**config.mk**
```make
export PLATFORM = sky130hd
export DESIGN_NAME = peripheral_reset_registers
export DESIGN_NICKNAME = d
export VERILOG_FILES = /design/src/rst_ctrl_pkg.sv /design/src/masked_reset_reg.sv /design/src/peripheral_reset_registers.sv
export VERILOG_INCLUDE_DIRS = /design/src /design/src/src
export SDC_FILE = /design/constraint.sdc
export NUM_CORES = 1
export LEC_CHECK = 0
export BUFFER_PORTS_ARGS = -buffer_cell sky130_fd_sc_hd__buf_2
export CORE_MARGIN = 1.5
export CORE_UTILIZATION = 41
export CTS_CLUSTER_DIAMETER = 200
export DETAILED_ROUTE_END_ITERATION = 12
export PLACE_DENSITY = 0.75
export SYNTH_ARGS = -nofsm -noshare
export SYNTH_HDL_FRONTEND = slang
export SYNTH_SLANG_ARGS = --single-unit
```
**constraint.sdc**
```tcl
create_clock -name clk -period 1.5 [get_ports clk]
set_input_delay 0 -clock clk [delete_from_list [all_inputs] [get_ports clk]]
set_output_delay 0 -clock clk [all_outputs]
set_load 0.01 [all_outputs]
```
**src/rst_ctrl_regs.svh**
```systemverilog
// Summary of operation
// - The high-bus reset register sits at offset 0x0C and every field reads zero after reset.
// - High-bus bits 0, 5-7, 9, 11, 12, 14 and 16-18 each reset one peripheral unit.
// - High-bus bit 22 resets the debug unit when one, and bits 31 to 23 are reserved.
// - Both registers take word, half-word and byte writes and answer with no wait cycle.
// - Every defined high-bus bit can be written to one and back to zero by software.
// - The low-bus reset register sits at offset 0x10, resets to zero, and maps its bits as listed.
// - Low-bus bit 0 resets general timer 2, and a zero in any bit leaves its peripheral alone.
`ifndef RST_CTRL_REGS_SVH
`define RST_CTRL_REGS_SVH

// ----------------------------------------
// Offsets and reset values
// ----------------------------------------
`define ADDR_HIGH_RST   8'h0C
`define ADDR_LOW_RST    8'h10
`define RESET_VAL       32'h0000_0000
`define MASK_HIGH_RST   32'h0047_5AE1
`define MASK_LOW_RST    32'h7A7E_4933

// ----------------------------------------
// High-bus bit positions
// ----------------------------------------
`define B_SYS_CONFIG_RST    0
`define B_SER6      5
`define B_SER7      6
`define B_SER8      7
`define B_ADC       9
`define B_ADVTMR    11
`define B_SPI_ONE_RST      12
`define B_SER1      14
`define B_TIMER_FIFTEEN_RST     16
`define B_TIMER_SIXTEEN_RST     17
`define B_TIMER_SEVENTEEN_RST     18
`define B_DEBUG     22

// ----------------------------------------
// Low-bus bit positions
// ----------------------------------------
`define B_GP_TIMER_TWO_RST      0
`define B_GP_TIMER_THREE_RST      1
`define B_BASIC_TIMER_SIX_RST      4
`define B_BASIC_TIMER_SEVEN_RST      5
`define B_TIMER_FOURTEEN_RST     8
`define B_WWDG      11
`define B_SPI_TWO_RST      14
`define B_SER2      17
`define B_SER3      18
`define B_SER4      19
`define B_SER5      20
`define B_TW1       21
`define B_TW2       22
`define B_CAN       25
`define B_CLKREC    27
`define B_POWER     28
`define B_DAC       29
`define B_CONSUMER  30

`endif

```
**src/rst_ctrl_pkg.sv**
```systemverilog
package rst_ctrl_pkg;

  typedef struct packed {
    logic        sel;
    logic        write;
    logic [7:0]  addr;
    logic [3:0]  be;
    logic [31:0] wdata;
  } bus_req_t;

  typedef struct packed {
    logic sys_config_rst;
    logic serial6_rst;
    logic serial7_rst;
    logic serial8_rst;
    logic analog_conv_rst;
    logic adv_timer_one_rst;
    logic spi_one_rst;
    logic serial1_rst;
    logic timer_fifteen_rst;
    logic timer_sixteen_rst;
    logic timer_seventeen_rst;
    logic debug_unit_rst;
  } high_rst_t;

  typedef struct packed {
    logic gp_timer_two_rst;
    logic gp_timer_three_rst;
    logic basic_timer_six_rst;
    logic basic_timer_seven_rst;
    logic timer_fourteen_rst;
    logic window_watchdog_rst;
    logic spi_two_rst;
    logic serial2_rst;
    logic serial3_rst;
    logic serial4_rst;
    logic serial5_rst;
    logic two_wire_one_rst;
    logic two_wire_two_rst;
    logic can_bus_rst;
    logic clock_recovery_rst;
    logic power_iface_rst;
    logic analog_out_rst;
    logic consumer_control_rst;
  } low_rst_t;

endpackage

```
**src/masked_reset_reg.sv**
```systemverilog
`timescale 1ns/1ps
module masked_reset_reg #(
  parameter logic [31:0] MASK = 32'hFFFF_FFFF
) (
  // Clock and reset
  input  wire logic        clk,
  input  wire logic        rst_n,
  // Write port
  input  wire logic        wr_en,
  input  wire logic [3:0]  be,
  input  wire logic [31:0] wdata,
  // Stored value
  output logic      [31:0] q
);

  // ----------------------------------------
  // Byte lanes
  // ----------------------------------------
  genvar lane;
  generate
    for (lane = 0; lane < 4; lane++) begin : g_lane
      always_ff @(posedge clk or negedge rst_n) begin
        if (!rst_n) begin
          q[lane*8 +: 8] <= 8'h00;
        end else if (wr_en && be[lane]) begin
          q[lane*8 +: 8] <= wdata[lane*8 +: 8] & MASK[lane*8 +: 8];
        end
      end
    end
  endgenerate

endmodule

```
**src/peripheral_reset_registers.sv**
```systemverilog
`timescale 1ns/1ps
`include "rst_ctrl_regs.svh"
module peripheral_reset_registers
  import rst_ctrl_pkg::*;
(
  // Clock and reset
  input  wire logic        clk,
  input  wire logic        rst_n,
  // Processor bus
  input  wire bus_req_t    bus_req,
  output logic      [31:0] bus_rdata,
  output logic             bus_ready,
  // Peripheral resets
  output high_rst_t        high_rst,
  output low_rst_t         low_rst
);

  logic        rst_meta_reg;
  logic        rst_sync_n;
  logic [31:0] high_q;
  logic [31:0] low_q;
  logic [31:0] rdata_reg;
  logic        hit_high;
  logic        hit_low;
  logic        wr_high;
  logic        wr_low;
  logic        rd_en;

  // ----------------------------------------
  // Reset release
  // ----------------------------------------
  always_ff @(posedge clk or negedge rst_n) begin
    if (!rst_n) begin
      rst_meta_reg <= 1'b0;
      rst_sync_n   <= 1'b0;
    end else begin
      rst_meta_reg <= 1'b1;
      rst_sync_n   <= rst_meta_reg;
    end
  end

  // ----------------------------------------
  // Address decode
  // ----------------------------------------
  assign hit_high  = ({bus_req.addr[7:2], 2'b00} == `ADDR_HIGH_RST);
  assign hit_low   = ({bus_req.addr[7:2], 2'b00} == `ADDR_LOW_RST);
  assign wr_high   = bus_req.sel && bus_req.write && hit_high;
  assign wr_low    = bus_req.sel && bus_req.write && hit_low;
  assign rd_en     = bus_req.sel && !bus_req.write;
  assign bus_ready = 1'b1;

  // ----------------------------------------
  // Reset registers
  // ----------------------------------------
  masked_reset_reg #(.MASK(`MASK_HIGH_RST)) u_high_reg (
    .clk   (clk),
    .rst_n (rst_sync_n),
    .wr_en (wr_high),
    .be    (bus_req.be),
    .wdata (bus_req.wdata),
    .q     (high_q)
  );

  masked_reset_reg #(.MASK(`MASK_LOW_RST)) u_low_reg (
    .clk   (clk),
    .rst_n (rst_sync_n),
    .wr_en (wr_low),
    .be    (bus_req.be),
    .wdata (bus_req.wdata),
    .q     (low_q)
  );

  // ----------------------------------------
  // Read data
  // ----------------------------------------
  always_ff @(posedge clk or negedge rst_sync_n) begin
    if (!rst_sync_n) begin
      rdata_reg <= `RESET_VAL;
    end else if (rd_en) begin
      if (hit_high) begin
        rdata_reg <= high_q;
      end else if (hit_low) begin
        rdata_reg <= low_q;
      end else begin
        rdata_reg <= 32'h0000_0000;
      end
    end
  end
  assign bus_rdata = rdata_reg;

  // ----------------------------------------
  // Reset outputs
  // ----------------------------------------
  always_comb begin
    high_rst.sys_config_rst      = high_q[`B_SYS_CONFIG_RST];
    high_rst.serial6_rst         = high_q[`B_SER6];
    high_rst.serial7_rst         = high_q[`B_SER7];
    high_rst.serial8_rst         = high_q[`B_SER8];
    high_rst.analog_conv_rst     = high_q[`B_ADC];
    high_rst.adv_timer_one_rst   = high_q[`B_ADVTMR];
    high_rst.spi_one_rst         = high_q[`B_SPI_ONE_RST];
    high_rst.serial1_rst         = high_q[`B_SER1];
    high_rst.timer_fifteen_rst   = high_q[`B_TIMER_FIFTEEN_RST];
    high_rst.timer_sixteen_rst   = high_q[`B_TIMER_SIXTEEN_RST];
    high_rst.timer_seventeen_rst = high_q[`B_TIMER_SEVENTEEN_RST];
    high_rst.debug_unit_rst      = high_q[`B_DEBUG];
  end

  always_comb begin
    low_rst.gp_timer_two_rst      = low_q[`B_GP_TIMER_TWO_RST];
    low_rst.gp_timer_three_rst    = low_q[`B_GP_TIMER_THREE_RST];
    low_rst.basic_timer_six_rst   = low_q[`B_BASIC_TIMER_SIX_RST];
    low_rst.basic_timer_seven_rst = low_q[`B_BASIC_TIMER_SEVEN_RST];
    low_rst.timer_fourteen_rst    = low_q[`B_TIMER_FOURTEEN_RST];
    low_rst.window_watchdog_rst   = low_q[`B_WWDG];
    low_rst.spi_two_rst           = low_q[`B_SPI_TWO_RST];
    low_rst.serial2_rst           = low_q[`B_SER2];
    low_rst.serial3_rst           = low_q[`B_SER3];
    low_rst.serial4_rst           = low_q[`B_SER4];
    low_rst.serial5_rst           = low_q[`B_SER5];
    low_rst.two_wire_one_rst      = low_q[`B_TW1];
    low_rst.two_wire_two_rst      = low_q[`B_TW2];
    low_rst.can_bus_rst           = low_q[`B_CAN];
    low_rst.clock_recovery_rst    = low_q[`B_CLKREC];
    low_rst.power_iface_rst       = low_q[`B_POWER];
    low_rst.analog_out_rst        = low_q[`B_DAC];
    low_rst.consumer_control_rst  = low_q[`B_CONSUMER];
  end
endmodule

```
# --- Word level (Yosys, flattened, before mapping) ---
# Index checks and enable logic that the tools add are counted.
totals:
  input_bits: 48
  output_inout_bits: 63
  word_cells: 26
  register_bits: 64
op_classes:
  reduce_logical: 12
  n_mux: 2
  n_eq_ne: 2
ops:
  columns: ["operator", "count"]
  rows:
  - ["two-way mux 31 bit", 2]
  - ["logical AND 1 bit", 11]
  - ["equality test 6 x 2 -> 1 bit (second input constant)", 1]
  - ["equality test 6 x 3 -> 1 bit (second input constant)", 1]
  - ["zero test 1 bit", 1]

# --- Logic depth before layout (Yosys ltp) ---
depth:
  depth_word: 3
  depth_mapped: 5
  depth_no_buf: 3

# --- Cells and area by module ---
# From an unflattened synthesis, not the netlist that was laid out.
hier_totals:
  hier_cells: 224
  hier_area_um2: 3001.6
modules_own_cells:
  columns: ["mod", "cells_per_inst", "n_inst", "area_each_um2"]
  rows:
  - ["peripheral_reset_registers", 121, 1, 1624.1]
  - ["masked_reset_reg at u_low_reg", 55, 1, 777.0]
  - ["masked_reset_reg at u_high_reg", 48, 1, 600.6]

# --- Worst setup path after synthesis ---
# OpenSTA, ideal clock, no wires.
synth_path:
  kind: "input-to-reg"
  startpoint: "input bus_req[43] (netlist bit)"
  endpoint: "register u_low_reg.q[17]"
  arrival_ns: 1.177
  path_slack_ns: 0.198
  required_time_ns: 1.375
  path_stages: 4
  cell_sequence: "or3_1 -> buf_6 -> nor3_4 -> mux2_2"
synth_via:
  elab_chain_len: 3
synth_lines:
  columns: ["element", "line", "rtl"]
  rows:
  - ["from (decl)", "peripheral_reset_registers.sv:10", "input wire bus_req_t bus_req,"]
  - ["equality test 6 x 3 -> 1 bit (no line)", null, null]
  - ["logical AND 1 bit", "peripheral_reset_registers.sv:48", "assign wr_low = bus_req.sel && bus_req.write && hit_low;"]
  - ["logical AND 1 bit", "masked_reset_reg.sv:25", "end else if (wr_en && be[lane]) begin"]
  - ["to (signal, indexed assignment)", "masked_reset_reg.sv:26", "q[lane*8 +: 8] <= wdata[lane*8 +: 8] & MASK[lane*8 +: 8];"]
  - ["to (decl)", "masked_reset_reg.sv:13", "output logic [31:0] q"]
# No other way between the ends.
# A chain may end at the register's enable or synchronous reset.

# --- Final worst setup path ---
layout_path:
  startpoint: "input bus_req[43] (netlist bit)"
  endpoint: "register u_low_reg.q[11]"
# Same word-level chain as after synthesis.

==> report_table.html <==
<table>
<tr><th>Metric</th><th>Value</th></tr>
<tr><th colspan="2">Route</th></tr>
<tr><td>Top Metal Used</td><td>met4</td></tr>
<tr><td>Via count of the routed design</td><td>between 1500 and 2000</td></tr>
<tr><td>Remaining antenna violation count</td><td>0</td></tr>
<tr><td>Routed length on met2</td><td>2710 um</td></tr>
<tr><td>Post-detailed-routing wire length</td><td>5490 um</td></tr>
<tr><td>First DRT Iteration DRCs</td><td>63</td></tr>
<tr><td>1st-pass router iterations</td><td>4</td></tr>
<tr><td>Average wire per standard cell</td><td>14.1 um</td></tr>
<tr><td>Sum of routed wire segments on met1</td><td>2360 um</td></tr>
<tr><td>Avg Vias per Cell</td><td>around 4.9</td></tr>
<tr><td>Met3 wire length</td><td>between 300 and 400 um</td></tr>
<tr><td>Residual DRC count</td><td>0</td></tr>
<tr><th colspan="2">Synthesis</th></tr>
<tr><td>Ys async rst share</td><td>1.00</td></tr>
<tr><td>Cells taking the most area after synthesis</td><td>dfrtp_1, mux2_2, nand2_1</td></tr>
<tr><td>Leading area contributor after synthesis</td><td>dfrtp_1</td></tr>
<tr><td>Synth top cells by count</td><td>dfrtp_1, nand2_1, mux2_2</td></tr>
<tr><td>Most frequent cell after synthesis</td><td>dfrtp_1</td></tr>
<tr><td>Count of cell types in the netlist</td><td>21</td></tr>
<tr><td>Combined area of all synthesized cells</td><td>2350 sq um</td></tr>
<tr><td>Number of register bits inferred by synthesis</td><td>55</td></tr>
<tr><td>Part of the Yosys area used for sequential elements</td><td>0.586</td></tr>
<tr><td>Count of mapped cells out of synthesis</td><td>195</td></tr>
<tr><td>Synthesis Warnings</td><td>0</td></tr>
<tr><td>Number of synthesized flops with an enable pin</td><td>0</td></tr>
<tr><td>Proportion of netlist area held by the largest area contributor</td><td>0.586</td></tr>
<tr><td>Syn_area_per_cell</td><td>between 10 and 15 sq um</td></tr>
<tr><td>Main synth FF type</td><td>dfrtp_1</td></tr>
<tr><th colspan="2">Critical path</th></tr>
<tr><td>Data arrival time of the worst path</td><td>roughly 1.4 ns</td></tr>
<tr><td>Slowest cell on the critical path</td><td>mux2_2</td></tr>
<tr><td>Crit Path Class</td><td>input port to register</td></tr>
<tr><td>Max Fanout on Critical Path</td><td>7</td></tr>
<tr><td>Maximum cell stage delay along the critical path</td><td>0.38 ns</td></tr>
<tr><td>Worst Path Required</td><td>between 1.5 and 2 ns</td></tr>
<tr><td>Ordered list of cells on the worst path</td><td>buf_2 -&gt; or3_1 -&gt; buf_4 -&gt; nor3_2 -&gt; mux2_2</td></tr>
<tr><td>Nature of the critical path startpoint</td><td>input port</td></tr>
<tr><td>Type of destination of the critical path</td><td>register</td></tr>
<tr><td>Count of cells along the worst register-to-register path</td><td>2</td></tr>
<tr><th colspan="2">Global route</th></tr>
<tr><td>Pin count of the biggest net entering global routing</td><td>40</td></tr>
<tr><td>Vias in the first global route</td><td>roughly 1900</td></tr>
<tr><td>Antenna violations before repair</td><td>0</td></tr>
<tr><td>Global-route total usage across every layer</td><td>0.187</td></tr>
<tr><td>Overflow after GRT</td><td>0</td></tr>
<tr><td>First-pass GRT wire length</td><td>8850 um</td></tr>
<tr><th colspan="2">Clock network</th></tr>
<tr><td>Insertion delay to the later sink of the worst-skew pair</td><td>0.30 ns</td></tr>
<tr><td>Clock slew at the register clock pins of the worst setup and hold paths</td><td>0.10 ns</td></tr>
<tr><td># hold bufs at CTS</td><td>25</td></tr>
<tr><td>Root buf cell</td><td>clkbuf_8</td></tr>
<tr><td>TritonCTS clock tree</td><td>done</td></tr>
<tr><td>Num Clock Sinks</td><td>55</td></tr>
<tr><td>Total CTS buffers</td><td>5</td></tr>
<tr><td>Max Buffers Root-to-Sink</td><td>2</td></tr>
<tr><td>Level count of the clock H-tree</td><td>2</td></tr>
<tr><td>CTS-repair resized insts</td><td>0</td></tr>
<tr><td>Number of buffers added for setup after CTS</td><td>0</td></tr>
<tr><th colspan="2">Run status</th></tr>
<tr><td>Result of the run</td><td>finished, final reports clean</td></tr>
<tr><th colspan="2">Finish</th></tr>
<tr><td>Antenna fix cells</td><td>0</td></tr>
<tr><td>Ratio of cells with drive above 1 in the final layout</td><td>0.456</td></tr>
<tr><td>Combined flip-flop and latch cell area</td><td>1380 sq um</td></tr>
<tr><td>Multi-input gate area in the final layout</td><td>896 sq um</td></tr>
<tr><td>Count of non-filler cells in the finished layout</td><td>388</td></tr>
<tr><td>Fillers</td><td>roughly 500</td></tr>
<tr><td>Post-route standard cell area excluding fillers</td><td>between 3000 and 4000 sq um</td></tr>
<tr><td>Max reg flops</td><td>23</td></tr>
<tr><td>Layout Nets</td><td>~360</td></tr>
<tr><td>Area added between synthesis and finish</td><td>37.1%</td></tr>
<tr><th colspan="2">Die</th></tr>
<tr><td>Core outline area</td><td>around 5500 sq um</td></tr>
<tr><td>Row Count</td><td>27</td></tr>
<tr><td>Die ar.</td><td>6190 sq um</td></tr>
<tr><td>Starting utilization of the core area</td><td>0.426</td></tr>
<tr><td>Die width</td><td>around 79 um</td></tr>
<tr><td>Top-level port count</td><td>111</td></tr>
<tr><td>Vertical die dimension</td><td>just under 80 um</td></tr>
<tr><th colspan="2">Placement</th></tr>
<tr><td>Total half-perimeter wirelength after legalization and detailed placement</td><td>a little under 4000 um</td></tr>
<tr><td>Final weighted congestion in routability-driven placement</td><td>approximately 0.73</td></tr>
<tr><td>Post-place instance area</td><td>2890 sq um</td></tr>
<tr><td>Count of input and output buffers</td><td>89</td></tr>
<tr><td>Placed Instances</td><td>between 300 and 400</td></tr>
<tr><th colspan="2">Power</th></tr>
<tr><td>VDD IR max</td><td>473 uV</td></tr>
<tr><td>Leakage power summed over all cells</td><td>0.00172 uW</td></tr>
<tr><td>Power after layout</td><td>2650 uW</td></tr>
<tr><td>Power density over the cells</td><td>822 nW/um^2</td></tr>
<tr><th colspan="2">Timing</th></tr>
<tr><td>Setup skew after layout</td><td>~0.0063 ns</td></tr>
<tr><td>Final-layout setup total negative slack</td><td>0 ns</td></tr>
<tr><td>Final setup violation count</td><td>0</td></tr>
<tr><td>Final slew viol count</td><td>0</td></tr>
<tr><td>Max frequency</td><td>0.831 GHz</td></tr>
<tr><td>Setup repair after global routing missed its margin</td><td>false</td></tr>
<tr><td>Share of the clock period used by the worst path after layout</td><td>0.803</td></tr>
<tr><td>Number of hold violations in the final report</td><td>0</td></tr>
<tr><td>Final critical-path required period</td><td>approximately 1.2 ns</td></tr>
<tr><th colspan="2">Hold path</th></tr>
<tr><td>Min-Delay Path Depth</td><td>4</td></tr>
<tr><td>Tightest Hold Check Type</td><td>input port to register</td></tr>
<tr><th colspan="2">Run</th></tr>
<tr><td># Max-Cap Violations</td><td>0</td></tr>
</table>
[critical path, delay by kind of cell]
family	cells	cell delay (ns)
and+or+nand+nor	2	0.71
muxes	1	0.38
buffers and inverters	2	0.30
[routing by layer]
metal	vias up	track usage
li1	893	-
met1	916	0.245
met2	78	0.309
met3	4	0.0465
met4	0	0.0500
met5	-	0
[cells in the final DEF (no fill, tap or decap), drive strengths merged, types with 3 or more instances in the layout]
cell / instances
nand2: 42
dfrtp: 55
mux2: 30
dlygate4sd3: 25
a22oi: 7
clkinv: 3
conb: 11
buf: 96
nor3: 8
nand3: 4
clkbuf: 5
o21ai: 23
[power breakdown]
| group | switching [uW] | internal, uW |
|---|---|---|
| combinational | 151 | 155 |
| sequential | 38.5 | 1520 |
| clock | 459 | 321 |
| total | 648 | 2000 |
[final timing paths]
check / start / to / slack [ns]
setup / recovery: bus_req[43] / u_low_reg.q[11] / 0.30
hold / removal: bus_req[41] / bus_rdata[9] / 0.15
setup reg to reg: u_high_reg.q[17] / bus_rdata[17] / 0.70
hold reg to reg: rst_sync_n / u_high_reg.q[22] / 0.18
max in group asynchronous: rst_sync_n / bus_rdata[22] / 0.81
min in group asynchronous: rst_sync_n / u_high_reg.q[22] / 0.18
[cell type report]
cell class / instances / area share
Timing Repair Buffer: 121 / 0.240
Clock buffer: 5 / 0.0214
Multi-Input combinational cell: 132 / 0.278
Tap cell: 72 / 0.0280
Sequential cell: 55 / 0.428
Clock inverter: 3 / 0.00466
[cells by family (layout without fill, tap and decap cells)]
group	after synthesis	in the layout	share of synthesized area
other cells	2	11	0.00320
compound gates	30	30	0.0714
flops	55	55	0.586
mux	30	30	0.144
buf+inv	17	129	0.0469
simple gates	61	61	0.149
[through the flow]
step	utilization	hold WS, ns	setup slack, ns
3_3_place_gp	0.524	-0.214	-0.0294
6_report	0.585	0.146	0.296
2_1_floorplan	-	-0.296	0.198
4_1_cts	0.585	0.154	0.306
5_1_grt	0.585	0.189	0.262
3_5_place_dp	0.524	-0.213	-0.0210
(Power assumes the default switching activity.)
